$ cat src/verilog/dme_pkg.sv
// Shared constants, enumerations and carriers for the data movement executer
package dme_pkg;

  // ----------------------------------------------------------------
  // Widths
  // ----------------------------------------------------------------
  localparam int DME_FP_W = 80;
  localparam int DME_LINE_W = 128;

  // ----------------------------------------------------------------
  // Address steps and alignment
  // ----------------------------------------------------------------
  localparam logic [31:0] DME_SP_STEP = 32'h0000_0004;
  localparam logic [31:0] DME_ALT_STEP = 32'h0000_0002;
  localparam logic [31:0] DME_WORD_STEP = 32'h0000_0002;
  localparam logic [31:0] DME_LONG_STEP = 32'h0000_0004;
  localparam logic [31:0] DME_EXT_STEP = 32'h0000_000c;
  localparam logic [31:0] DME_LINE_MASK = 32'hffff_fff0;

  // ----------------------------------------------------------------
  // Byte lane counters of the alternate-byte move
  // ----------------------------------------------------------------
  localparam logic [1:0] DME_ALT_LONG_FIRST = 2'h0;
  localparam logic [1:0] DME_ALT_WORD_FIRST = 2'h2;
  localparam logic [1:0] DME_ALT_LAST = 2'h3;

  // ----------------------------------------------------------------
  // Reset values and register list masks
  // ----------------------------------------------------------------
  localparam logic [31:0] DME_ADDR_RST = 32'h0000_0000;
  localparam logic [15:0] DME_MASK_RST = 16'h0000;
  localparam logic [7:0] DME_FP_DATA_MASK = 8'hff;
  localparam logic [2:0] DME_FP_CTRL_MASK = 3'h7;

  // ----------------------------------------------------------------
  // Types
  // ----------------------------------------------------------------
  typedef enum logic [3:0] {
    DME_OP_NONE = 4'h0,
    DME_OP_FRAME_BUILD = 4'h1,
    DME_OP_FRAME_TEARDOWN = 4'h2,
    DME_OP_PUSH_ADDR = 4'h3,
    DME_OP_ALT_BYTE_MOVE = 4'h4,
    DME_OP_BLOCK16_MOVE = 4'h5,
    DME_OP_REG_LIST_MOVE = 4'h6,
    DME_OP_FP_REG_LIST_MOVE = 4'h7,
    DME_OP_FP_MOVE_ROUND = 4'h8
  } dme_op_type;

  typedef enum logic [2:0] {
    DME_SZ_BYTE = 3'h0,
    DME_SZ_WORD = 3'h1,
    DME_SZ_LONG = 3'h2,
    DME_SZ_EXT = 3'h3,
    DME_SZ_LINE = 3'h4
  } dme_size_type;

  typedef enum logic [1:0] {
    DME_RND_NONE = 2'h0,
    DME_RND_SINGLE = 2'h1,
    DME_RND_DOUBLE = 2'h2
  } dme_round_type;

  typedef struct packed {
    dme_op_type op;
    logic long_sz;        // 1: long word, 0: word
    logic to_mem;         // 1: register to memory
    logic [2:0] areg;     // address_reg number
    logic [2:0] dreg;     // data_reg number
    logic [2:0] fp_src;
    logic [2:0] fp_dst;
    logic round_dbl;      // 1: double, 0: single
    logic fp_ctrl_grp;    // List names control registers
    logic mask_from_dreg; // List mask held in data_reg
    logic [15:0] list_mask;
    logic [31:0] disp;    // Sign-extended displacement
    logic [31:0] ea;      // Computed effective address
    logic [31:0] src_addr;
    logic [31:0] dst_addr;
  } dme_cmd_type;

  typedef struct packed {
    logic we;
    dme_size_type size;
    logic [31:0] addr;
    logic [DME_LINE_W-1:0] wdata;
  } dme_mem_type;

  typedef struct packed {
    logic en;
    logic [3:0] idx;      // 0-7 data_reg, 8-15 address_reg
    logic [31:0] data;
  } dme_rf_wr_type;

  typedef struct packed {
    logic en;
    logic ctrl;           // 1: fp_control_reg/fp_status_reg/fp_instr_addr_reg
    logic [2:0] idx;
    logic [DME_FP_W-1:0] data;
    dme_round_type round;
  } dme_fp_wr_type;

endpackage : dme_pkg
$ cat src/verilog/dme_alt_byte.sv
// Byte lane picker and placer for alternate-byte peripheral moves
`timescale 1ns/1ps
module dme_alt_byte (
  input wire logic [31:0] word_i,   // Register value
  input wire logic [1:0] sel_i,     // 0 selects bits 31:24
  input wire logic [7:0] byte_i,    // Byte read from memory
  output logic [7:0] byte_o,        // Byte to write to memory
  output logic [31:0] word_o        // Register with byte_i placed
);

  logic [4:0] shift;

  assign shift = {~sel_i, 3'b000};
  assign byte_o = word_i[shift +: 8];

  genvar k;
  generate
    for (k = 0; k < 4; k++) begin : g_lane
      assign word_o[8*k +: 8] = (sel_i == 2'(3 - k)) ? byte_i : word_i[8*k +: 8];
    end
  endgenerate

endmodule : dme_alt_byte

$ cat src/verilog/dme_core.sv
// Sequencer that executes data movement instructions
`timescale 1ns/1ps
module dme_core (
  input wire logic mclk_i,                               // Core clock
  input wire logic reset_n_i,                            // Async reset, active low
  input wire logic ce_i,                                 // Clock enable
  input wire logic cmd_valid_i,                          // Command offered
  input wire dme_pkg::dme_cmd_type cmd_i,                // Decoded command
  output logic cmd_ready_o,                              // Command taken when valid
  output logic [3:0] rf_rd_idx_o,                        // Integer register read select
  input wire logic [31:0] rf_rd_data_i,                  // Integer register read data
  output dme_pkg::dme_rf_wr_type rf_wr_o,                // Integer register write
  input wire logic [31:0] sp_i,                          // Current stack_pointer
  output logic sp_wr_en_o,                               // Stack pointer write strobe
  output logic [31:0] sp_wr_data_o,                      // New stack pointer
  output logic [2:0] fp_rd_idx_o,                        // Float register read select
  output logic fp_rd_ctrl_o,                             // Read a control register
  input wire logic [dme_pkg::DME_FP_W-1:0] fp_rd_data_i, // Float register read data
  output dme_pkg::dme_fp_wr_type fp_wr_o,                // Float register write
  output logic mem_valid_o,                              // Memory access pending
  output dme_pkg::dme_mem_type mem_o,                    // Memory access
  input wire logic mem_ack_i,                            // Memory access done
  input wire logic [dme_pkg::DME_LINE_W-1:0] mem_rdata_i, // Memory read data
  output logic done_o,                                   // Instruction finished
  output logic illegal_o                                 // Instruction refused
);

  // ----------------------------------------------------------------
  // State
  // ----------------------------------------------------------------
  typedef enum logic [3:0] {
    S_IDLE = 4'h0,
    S_FB_PUSH = 4'h1,
    S_TD_POP = 4'h2,
    S_PA_PUSH = 4'h3,
    S_AB_PREP = 4'h4,
    S_AB_XFER = 4'h5,
    S_B16_RD = 4'h6,
    S_B16_WR = 4'h7,
    S_FL_MASK = 4'h8,
    S_LIST = 4'h9,
    S_FP_COPY = 4'ha
  } dme_state_type;

  dme_state_type state_q, state_d;
  dme_pkg::dme_cmd_type cmd_q, cmd_d;
  dme_pkg::dme_mem_type mem_q, mem_d;
  dme_pkg::dme_rf_wr_type rfw_q, rfw_d;
  dme_pkg::dme_fp_wr_type fpw_q, fpw_d;
  logic [31:0] addr_q, addr_d;
  logic [31:0] acc_q, acc_d;
  logic [31:0] spw_q, spw_d;
  logic [15:0] mask_q, mask_d;
  logic [1:0] cnt_q, cnt_d;
  logic pend_q, pend_d;
  logic spe_q, spe_d;
  logic done_q, done_d;
  logic ill_q, ill_d;

  // ----------------------------------------------------------------
  // Helpers
  // ----------------------------------------------------------------
  function automatic dme_pkg::dme_mem_type mk_req(input logic we,
                                                  input dme_pkg::dme_size_type size,
                                                  input logic [31:0] addr,
                                                  input logic [dme_pkg::DME_LINE_W-1:0] wdata);
    dme_pkg::dme_mem_type r;
    r.we = we;
    r.size = size;
    r.addr = addr;
    r.wdata = wdata;
    return r;
  endfunction : mk_req

  function automatic dme_pkg::dme_rf_wr_type mk_rfw(input logic [3:0] idx,
                                                    input logic [31:0] data);
    dme_pkg::dme_rf_wr_type w;
    w.en = 1'b1;
    w.idx = idx;
    w.data = data;
    return w;
  endfunction : mk_rfw

  // ----------------------------------------------------------------
  // Decoding and selection
  // ----------------------------------------------------------------
  wire acked = pend_q & mem_ack_i;
  wire is_fp_list = (cmd_q.op == dme_pkg::DME_OP_FP_REG_LIST_MOVE);
  wire scan_found;
  wire [3:0] scan_idx;
  wire [7:0] alt_tx;
  wire [31:0] alt_word;
  wire [31:0] alt_src = cmd_q.to_mem ? rf_rd_data_i : acc_q;
  wire [1:0] alt_first = cmd_q.long_sz ? dme_pkg::DME_ALT_LONG_FIRST
                                       : dme_pkg::DME_ALT_WORD_FIRST;
  wire [31:0] int_step = cmd_q.long_sz ? dme_pkg::DME_LONG_STEP : dme_pkg::DME_WORD_STEP;
  wire fp_data_grp = is_fp_list & ~cmd_q.fp_ctrl_grp;
  wire [31:0] list_step = fp_data_grp ? dme_pkg::DME_EXT_STEP
                        : is_fp_list ? dme_pkg::DME_LONG_STEP : int_step;
  wire dme_pkg::dme_size_type list_size = fp_data_grp ? dme_pkg::DME_SZ_EXT
                                        : (is_fp_list | cmd_q.long_sz) ? dme_pkg::DME_SZ_LONG
                                        : dme_pkg::DME_SZ_WORD;
  wire [31:0] int_ld = cmd_q.long_sz ? mem_rdata_i[31:0]
                                     : {{16{mem_rdata_i[15]}}, mem_rdata_i[15:0]};
  wire [31:0] int_st = cmd_q.long_sz ? rf_rd_data_i : {16'h0000, rf_rd_data_i[15:0]};
  wire [95:0] fp_ext = {fp_rd_data_i[79:64], 16'h0000, fp_rd_data_i[63:0]};
  wire [dme_pkg::DME_FP_W-1:0] fp_ld = {mem_rdata_i[95:80], mem_rdata_i[63:0]};
  wire [31:0] list_st = fp_data_grp ? 32'h0000_0000
                      : is_fp_list ? fp_rd_data_i[31:0] : int_st;
  wire [dme_pkg::DME_LINE_W-1:0] list_wdata = fp_data_grp ? {32'h0000_0000, fp_ext}
                                                          : {96'h0, list_st};

  dme_mask_scan #(
    .W(16)
  ) u_scan (
    .mask_i(mask_q),
    .found_o(scan_found),
    .idx_o(scan_idx)
  );

  dme_alt_byte u_alt (
    .word_i(alt_src),
    .sel_i(cnt_q),
    .byte_i(mem_rdata_i[7:0]),
    .byte_o(alt_tx),
    .word_o(alt_word)
  );

  always_comb begin
    rf_rd_idx_o = 4'h0;
    if (state_q == S_IDLE) begin
      rf_rd_idx_o = {1'b1, cmd_i.areg};
    end else if (state_q == S_FB_PUSH || state_q == S_TD_POP) begin
      rf_rd_idx_o = {1'b1, cmd_q.areg};
    end else if (state_q == S_LIST) begin
      rf_rd_idx_o = scan_idx;
    end else if (state_q == S_AB_PREP || state_q == S_AB_XFER || state_q == S_FL_MASK) begin
      rf_rd_idx_o = {1'b0, cmd_q.dreg};
    end
  end

  assign fp_rd_idx_o = (state_q == S_FP_COPY) ? cmd_q.fp_src : scan_idx[2:0];
  assign fp_rd_ctrl_o = (state_q == S_LIST) & is_fp_list & cmd_q.fp_ctrl_grp;
  assign cmd_ready_o = (state_q == S_IDLE);

  // ----------------------------------------------------------------
  // Sequencer
  // ----------------------------------------------------------------
  always_comb begin
    state_d = state_q;
    cmd_d = cmd_q;
    mem_d = mem_q;
    addr_d = addr_q;
    acc_d = acc_q;
    mask_d = mask_q;
    cnt_d = cnt_q;
    pend_d = pend_q;
    rfw_d = '0;
    fpw_d = '0;
    spe_d = 1'b0;
    spw_d = spw_q;
    done_d = 1'b0;
    ill_d = 1'b0;
    if (acked) begin
      pend_d = 1'b0;
    end
    case (state_q)
      S_IDLE: begin
        if (cmd_valid_i) begin
          cmd_d = cmd_i;
          addr_d = cmd_i.ea;
          mask_d = cmd_i.list_mask;
          case (cmd_i.op)
            dme_pkg::DME_OP_FRAME_BUILD: begin
              state_d = S_FB_PUSH;
            end
            dme_pkg::DME_OP_FRAME_TEARDOWN: begin
              state_d = S_TD_POP;
            end
            dme_pkg::DME_OP_PUSH_ADDR: begin
              state_d = S_PA_PUSH;
            end
            dme_pkg::DME_OP_ALT_BYTE_MOVE: begin
              addr_d = rf_rd_data_i + cmd_i.disp;
              cnt_d = cmd_i.long_sz ? dme_pkg::DME_ALT_LONG_FIRST
                                    : dme_pkg::DME_ALT_WORD_FIRST;
              state_d = S_AB_PREP;
            end
            dme_pkg::DME_OP_BLOCK16_MOVE: begin
              addr_d = cmd_i.src_addr & dme_pkg::DME_LINE_MASK;
              state_d = S_B16_RD;
            end
            dme_pkg::DME_OP_REG_LIST_MOVE: begin
              state_d = S_LIST;
            end
            dme_pkg::DME_OP_FP_REG_LIST_MOVE: begin
              if (cmd_i.mask_from_dreg && cmd_i.fp_ctrl_grp) begin
                ill_d = 1'b1;
                done_d = 1'b1;
              end else if (cmd_i.mask_from_dreg) begin
                state_d = S_FL_MASK;
              end else begin
                mask_d = cmd_i.fp_ctrl_grp ? {13'h0000, cmd_i.list_mask[2:0] &
                                             dme_pkg::DME_FP_CTRL_MASK}
                                           : {8'h00, cmd_i.list_mask[7:0] &
                                             dme_pkg::DME_FP_DATA_MASK};
                state_d = S_LIST;
              end
            end
            dme_pkg::DME_OP_FP_MOVE_ROUND: begin
              state_d = S_FP_COPY;
            end
            default: begin
              ill_d = 1'b1;
              done_d = 1'b1;
            end
          endcase
        end
      end
      S_FB_PUSH: begin
        if (!pend_q) begin
          addr_d = sp_i - dme_pkg::DME_SP_STEP;
          mem_d = mk_req(1'b1, dme_pkg::DME_SZ_LONG, sp_i - dme_pkg::DME_SP_STEP,
                         {96'h0, rf_rd_data_i});
          pend_d = 1'b1;
        end else if (acked) begin
          rfw_d = mk_rfw({1'b1, cmd_q.areg}, addr_q);
          spe_d = 1'b1;
          spw_d = addr_q + cmd_q.disp;
          done_d = 1'b1;
          state_d = S_IDLE;
        end
      end
      S_TD_POP: begin
        if (!pend_q) begin
          addr_d = rf_rd_data_i;
          mem_d = mk_req(1'b0, dme_pkg::DME_SZ_LONG, rf_rd_data_i, '0);
          pend_d = 1'b1;
        end else if (acked) begin
          rfw_d = mk_rfw({1'b1, cmd_q.areg}, mem_rdata_i[31:0]);
          spe_d = 1'b1;
          spw_d = addr_q + dme_pkg::DME_SP_STEP;
          done_d = 1'b1;
          state_d = S_IDLE;
        end
      end
      S_PA_PUSH: begin
        if (!pend_q) begin
          addr_d = sp_i - dme_pkg::DME_SP_STEP;
          mem_d = mk_req(1'b1, dme_pkg::DME_SZ_LONG, sp_i - dme_pkg::DME_SP_STEP,
                         {96'h0, cmd_q.ea});
          pend_d = 1'b1;
        end else if (acked) begin
          spe_d = 1'b1;
          spw_d = addr_q;
          done_d = 1'b1;
          state_d = S_IDLE;
        end
      end
      S_AB_PREP: begin
        acc_d = rf_rd_data_i;
        state_d = S_AB_XFER;
      end
      S_AB_XFER: begin
        if (!pend_q) begin
          mem_d = mk_req(cmd_q.to_mem, dme_pkg::DME_SZ_BYTE, addr_q,
                         {120'h0, alt_tx});
          pend_d = 1'b1;
        end else if (acked) begin
          if (!cmd_q.to_mem) begin
            acc_d = alt_word;
          end
          addr_d = addr_q + dme_pkg::DME_ALT_STEP;
          cnt_d = cnt_q + 2'h1;
          if (cnt_q == dme_pkg::DME_ALT_LAST) begin
            if (!cmd_q.to_mem) begin
              rfw_d = mk_rfw({1'b0, cmd_q.dreg}, alt_word);
            end
            done_d = 1'b1;
            state_d = S_IDLE;
          end
        end
      end
      S_B16_RD: begin
        if (!pend_q) begin
          mem_d = mk_req(1'b0, dme_pkg::DME_SZ_LINE, addr_q, '0);
          pend_d = 1'b1;
        end else if (acked) begin
          addr_d = cmd_q.dst_addr & dme_pkg::DME_LINE_MASK;
          mem_d.wdata = mem_rdata_i;
          state_d = S_B16_WR;
        end
      end
      S_B16_WR: begin
        if (!pend_q) begin
          mem_d = mk_req(1'b1, dme_pkg::DME_SZ_LINE, addr_q, mem_q.wdata);
          pend_d = 1'b1;
        end else if (acked) begin
          done_d = 1'b1;
          state_d = S_IDLE;
        end
      end
      S_FL_MASK: begin
        mask_d = {8'h00, rf_rd_data_i[7:0] & dme_pkg::DME_FP_DATA_MASK};
        state_d = S_LIST;
      end
      S_LIST: begin
        if (!pend_q && !scan_found) begin
          done_d = 1'b1;
          state_d = S_IDLE;
        end else if (!pend_q) begin
          mem_d = mk_req(cmd_q.to_mem, list_size, addr_q, list_wdata);
          pend_d = 1'b1;
        end else if (acked) begin
          if (!cmd_q.to_mem && is_fp_list) begin
            fpw_d.en = 1'b1;
            fpw_d.ctrl = cmd_q.fp_ctrl_grp;
            fpw_d.idx = scan_idx[2:0];
            fpw_d.data = fp_data_grp ? fp_ld
                                     : {48'h0, mem_rdata_i[31:0]};
          end else if (!cmd_q.to_mem) begin
            rfw_d = mk_rfw(scan_idx, int_ld);
          end
          mask_d = mask_q & ~(16'h0001 << scan_idx);
          addr_d = addr_q + list_step;
        end
      end
      S_FP_COPY: begin
        fpw_d.en = 1'b1;
        fpw_d.idx = cmd_q.fp_dst;
        fpw_d.data = fp_rd_data_i;
        fpw_d.round = cmd_q.round_dbl ? dme_pkg::DME_RND_DOUBLE
                                      : dme_pkg::DME_RND_SINGLE;
        done_d = 1'b1;
        state_d = S_IDLE;
      end
      default: begin
        state_d = S_IDLE;
      end
    endcase
  end

  // ----------------------------------------------------------------
  // Registers
  // ----------------------------------------------------------------
  always_ff @(posedge mclk_i or negedge reset_n_i) begin
    if (!reset_n_i) begin
      state_q <= S_IDLE;
      cmd_q <= '0;
      mem_q <= '0;
      rfw_q <= '0;
      fpw_q <= '0;
      addr_q <= dme_pkg::DME_ADDR_RST;
      acc_q <= dme_pkg::DME_ADDR_RST;
      spw_q <= dme_pkg::DME_ADDR_RST;
      mask_q <= dme_pkg::DME_MASK_RST;
      cnt_q <= dme_pkg::DME_ALT_LONG_FIRST;
      pend_q <= 1'b0;
      spe_q <= 1'b0;
      done_q <= 1'b0;
      ill_q <= 1'b0;
    end else if (ce_i) begin
      state_q <= state_d;
      cmd_q <= cmd_d;
      mem_q <= mem_d;
      rfw_q <= rfw_d;
      fpw_q <= fpw_d;
      addr_q <= addr_d;
      acc_q <= acc_d;
      spw_q <= spw_d;
      mask_q <= mask_d;
      cnt_q <= cnt_d;
      pend_q <= pend_d;
      spe_q <= spe_d;
      done_q <= done_d;
      ill_q <= ill_d;
    end
  end

  assign rf_wr_o = rfw_q;
  assign fp_wr_o = fpw_q;
  assign sp_wr_en_o = spe_q;
  assign sp_wr_data_o = spw_q;
  assign mem_valid_o = pend_q;
  assign mem_o = mem_q;
  assign done_o = done_q;
  assign illegal_o = ill_q;

endmodule : dme_core

$ cat src/verilog/dme_mask_scan.sv
// Lowest-set-bit finder for register list masks
`timescale 1ns/1ps
module dme_mask_scan #(
  parameter int W = 16
) (
  input wire logic [W-1:0] mask_i,         // Register list mask
  output logic found_o,                    // Any bit set
  output logic [$clog2(W)-1:0] idx_o       // Lowest set bit
);

  logic [W:0] none_below;
  logic [W-1:0] pick;

  assign none_below[0] = 1'b1;

  genvar k;
  generate
    for (k = 0; k < W; k++) begin : g_bit
      assign pick[k] = mask_i[k] & none_below[k];
      assign none_below[k+1] = none_below[k] & ~mask_i[k];
    end
  endgenerate

  always_comb begin
    idx_o = '0;
    for (int j = 0; j < W; j++) begin
      if (pick[j]) begin
        idx_o = j[$clog2(W)-1:0];
      end
    end
  end

  assign found_o = ~none_below[W];

endmodule : dme_mask_scan

$ cat config.mk
export PLATFORM = sky130hd
export DESIGN_NAME = dme_core
export DESIGN_NICKNAME = d
export VERILOG_FILES = /design/src/verilog/dme_pkg.sv /design/src/verilog/dme_alt_byte.sv /design/src/verilog/dme_core.sv /design/src/verilog/dme_mask_scan.sv
export SDC_FILE = /design/constraint.sdc
export NUM_CORES = 2
export LEC_CHECK = 0
export BUFFER_PORTS_ARGS = -buffer_cell sky130_fd_sc_hd__buf_2
export CAP_MARGIN = 40
export CORE_AREA = 2 2 300 302
export DETAILED_ROUTE_END_ITERATION = 8
export DIE_AREA = 0 0 302 304
export GPL_ROUTABILITY_DRIVEN = 0
export PLACE_DENSITY_LB_ADDON = 0.15
export SETUP_SLACK_MARGIN = 0.05
export SKIP_CTS_REPAIR_TIMING = 1
export SLEW_MARGIN = 20
export SYNTH_ARGS = -nofsm -noshare
export SYNTH_HDL_FRONTEND = slang
export SYNTH_SLANG_ARGS = --single-unit
$ cat constraint.sdc
create_clock -name mclk_i -period 9.6 [get_ports mclk_i]
set_clock_uncertainty 0.2 [all_clocks]
set_input_delay 0 -clock mclk_i [delete_from_list [all_inputs] [get_ports mclk_i]]
set_output_delay 0 -clock mclk_i [all_outputs]
set_load 0.01 [all_outputs]
==> run_results.csv <==
group,metric,value,unit
grt,grt_start_max_net_pins,173,
grt,overflow,0,
route,drtPass1Iterations,9,
route,wl_per_cell,28.6,um
sta,timing_hold_violations_final,17,
status,status,"complete, but fails checks",
yosys,synth.distinct_cells,79,
grt,track_usage,34.4,%
finish,sequential_cell_area,13100,sq um
hold_path,hold_path_class,"primary input to flip-flop",
die,io-pin-count,775,
yosys,top_reg_cell_synth,"dfrtp_1",
route,vias_per_cell,5.88,
yosys,leading_cell_types_by_total_area_after_synthesis,"dfrtp_1, nand2_1, mux2_2",
cts,cts_buffer_depth,3,
sta,tightest_slew,1.11,ns
cts,cts_inserted_buffers,66,
sta,final.hold.worst_slack,-0.0781,ns
cts,sink_count,522,
route,final_antenna_net_count,0,
die,coreArea,89000,sq um
finish,nNetsFinal,5167,
yosys,yosys.cell_count.top_type,"dfrtp_1",
power_and_ir_drop,p_leak,19.7,nW
yosys,ys_async_sr_fraction,100,%
placement,hpwlAfterDp,125000,um
flow_run,cap_violations,0,
yosys,synth.top_cell.area_share,42.4,%
setup_path,worst_setup_path_end_kind,"flip-flop",
grt,via_count_of_the_first_global_routing_pass,29886,
yosys,syn_inst,3382,
yosys,yosysSeqAreaShare,42.4,%
setup_path,critPathKind,"flip-flop to flip-flop",
status,failing_checks,"DRC, hold timing",
grt,grt_antenna_before_repair,48,
setup_path,cp-start-kind,"flip-flop",
yosys,netlist_top_cells_count,"dfrtp_1, nand2_1, nor2_1",
route,finalWirelength,169000,um
finish,area_delta_synth_final,44.6,%
finish,stdcell_count,5904,
die,floorplan.die_area,91800,sq um
yosys,synth_seq_cells,522,
yosys,avgSynthCellArea,9.11,sq um
yosys,syn_nets,3898,
route,dr_total_vias,34744,
yosys,synth-edff-count,0,
route,detailedRoute.firstIterationViolations,3851,
route,detail_route.drc_violations,22,
cts,clk_pin_slew,0.06,ns
cts,ctsHtreeMaxLevel,3,
cts,clk_root_buffer_cell,"clkbuf_16",
die,starting_density,34.6,%
sta,setup_total_negative_slack,0,ns
setup_path,critPathRequiredTime,9.97,ns
yosys,synth_top_area_cell,"dfrtp_1",
placement,port_buffers,766,
die,fp.dieH,304,um
grt,wire_length_of_the_first_global_routing_pass,226000,um
sta,maxSlewViolCount,0,
die,rows,110,
setup_path,crit_path_max_fanout,20,
yosys,syn_area,30800,sq um
cts,tritoncts_clock_tree,"yes",
finish,multi_input_comb_area,16600,sq um
power_and_ir_drop,peakVddDrop,0.000159,V
sta,grt_setup_unrepaired,"no",
finish,layout-drive-gt1-share,23.9,%
yosys,ys.warnings.count,0,
sta,setup_viol,0,
setup_path,critPathArrivalTime,5.43,ns
power_and_ir_drop,power_density,267,nW/um^2
sta,worst_slew_margin_rel,25.8,%
finish,filler_cell_count,8484,
cts,clkLatencyLatePin,0.63,ns
placement,dp.cells,5113,
sta,timing.final.crit_period,5.06,ns
die,die_w,302,um
sta,timing.final.crit_share,52.7,%
sta,fmax,198,MHz
layout make-up:
class                      count  area share [%]
timing repair buffer        1475            24.7
antenna                       29           0.163
clock buffer                  94            4.30
tap                         1176            3.30
inverter                      36           0.309
clock inverter                22           0.640
sequential                   522            29.3
multi-input combinational   2550            37.2
worst max-delay path, cell delays in order, from the launching register on:
cell           delay, ns
dfrtp_1             0.42
buf_8               0.21
nand2b_1            0.34
nor2_1              0.09
buf_4               0.23
o21ai_0             0.28
ha_1                0.33
fa_1                0.23
a21o_1              0.23
nand3_1             0.23
nor2_1              0.55
nand3_1             0.35
nor2_1              0.21
xor2_1              0.16
nand2_1             0.08
o2111ai_1           0.15
o221a_1             0.19
dlygate4sd3_1       0.54
registers in the layout, indices dropped and copies added (netlist names):
register,flops
mem_o,164
cmd_q,112
fp_wr_o,87
rf_wr_o,37
acc_q,32
addr_q,32
sp_wr_data_o,32
mask_q,16
state_q,4
cnt_q,2
done_o,1
illegal_o,1
mem_valid_o,1
sp_wr_en_o,1
where the power goes:
group	switching (W)	leakage [nW]	total, W	internal, W
registers	0.000786	6.77	0.00365	0.00286
logic	0.00335	11.9	0.00570	0.00235
clock network	0.00108	1.08	0.00257	0.00149
total	0.00522	19.7	0.0119	0.00670
kinds of logic after synthesis:
logic type      Yosys count  share of synthesized area, %
fa+ha+maj                74                          3.08
xor+xnor                114                          3.24
flops                   522                          42.4
compound gates         1226                          26.6
simple gates            954                          13.4
mux                     182                          7.06
buf+inv                 310                          4.23
routing by layer:
| metal | routed length (um) | global-route usage (%) | vias to the layer above |
|---|---|---|---|
| met1 | 62000 | 41.6 | 16830 |
| li1 | - | - | 15198 |
| met4 | 11500 | 21.3 | 22 |
| met5 | 152 | 0 | - |
| met3 | 17600 | 9.98 | 568 |
| met2 | 77800 | 53.7 | 2126 |
stage by stage:
stage / power [W] / setup slack [ns] / hold slack, ns / util (%) / area [sq um]
CTS: 0.0114 / 4.84 / -0.770 / 42.6 / 38000
finish: 0.0119 / 4.54 / -0.0781 / 50.0 / 44600
detailed placement: 0.00877 / 4.86 / -0.103 / 40.2 / 35800
floorplan: 0.00668 / 6.04 / -0.496 / - / 30800
global placement: 0.00866 / 4.87 / -0.0939 / 39.9 / 35500
global route: 0.0125 / 4.18 / -0.000587 / 50.0 / 44500
final timing paths:
path,cells past startpoint,to,from,slack (ns)
max,17,addr_q[31]$_DFFE_PN0P_,state_q[1]$_DFFE_PN0P_,4.54
min,6,mem_o[134]$_DFFE_PN0P_,sp_i[5],-0.08
max reg2reg,17,addr_q[31]$_DFFE_PN0P_,state_q[1]$_DFFE_PN0P_,4.54
min reg2reg,2,mem_o[150]$_DFFE_PN0P_,mem_o[150]$_DFFE_PN0P_,0.28
max in group asynchronous,6,fp_wr_o[22]$_DFFE_PN0P_,reset_n_i,7.49
min in group asynchronous,4,mem_o[120]$_DFFE_PN0P_,reset_n_i,0.39
cell usage in the layout, fill, tap and decap left out, types with 12 or more instances in the layout:
cell           Yosys  routed
nor3_1            48      43
nand2_1          446     444
o2bb2ai_1         86      86
and2_1            17      16
a222oi_1          23      23
diode_2            0      29
mux2i_1           43      43
o221ai_1          21      21
o21ai_0          259     257
nand2b_1          20      20
dlygate4sd3_1      0     636
mux2_2           123     123
buf_2             10     769
nand3_1           55      54
a21oi_1          216     215
a31oi_1           35      35
a32o_1            15      15
nand4_1           17      17
and3_1            19      19
o22ai_1           12      12
dfrtp_1          522     521
nor2b_1           14      14
buf_4              0      46
clkbuf_16          0      67
ha_1              71      71
clkbuf_1         226      13
nor2_1           262     253
a22oi_1          131     131
a221oi_1         109     109
a22o_1            38      38
clkbuf_8           0      14
a21o_1            37      37
o31ai_1           15      15
xnor2_1           64      64
xor2_1            50      50
inv_1             35      34
o21ai_1          122     120
mux4_2            16      16
Power figures use the tool's default switching activity.
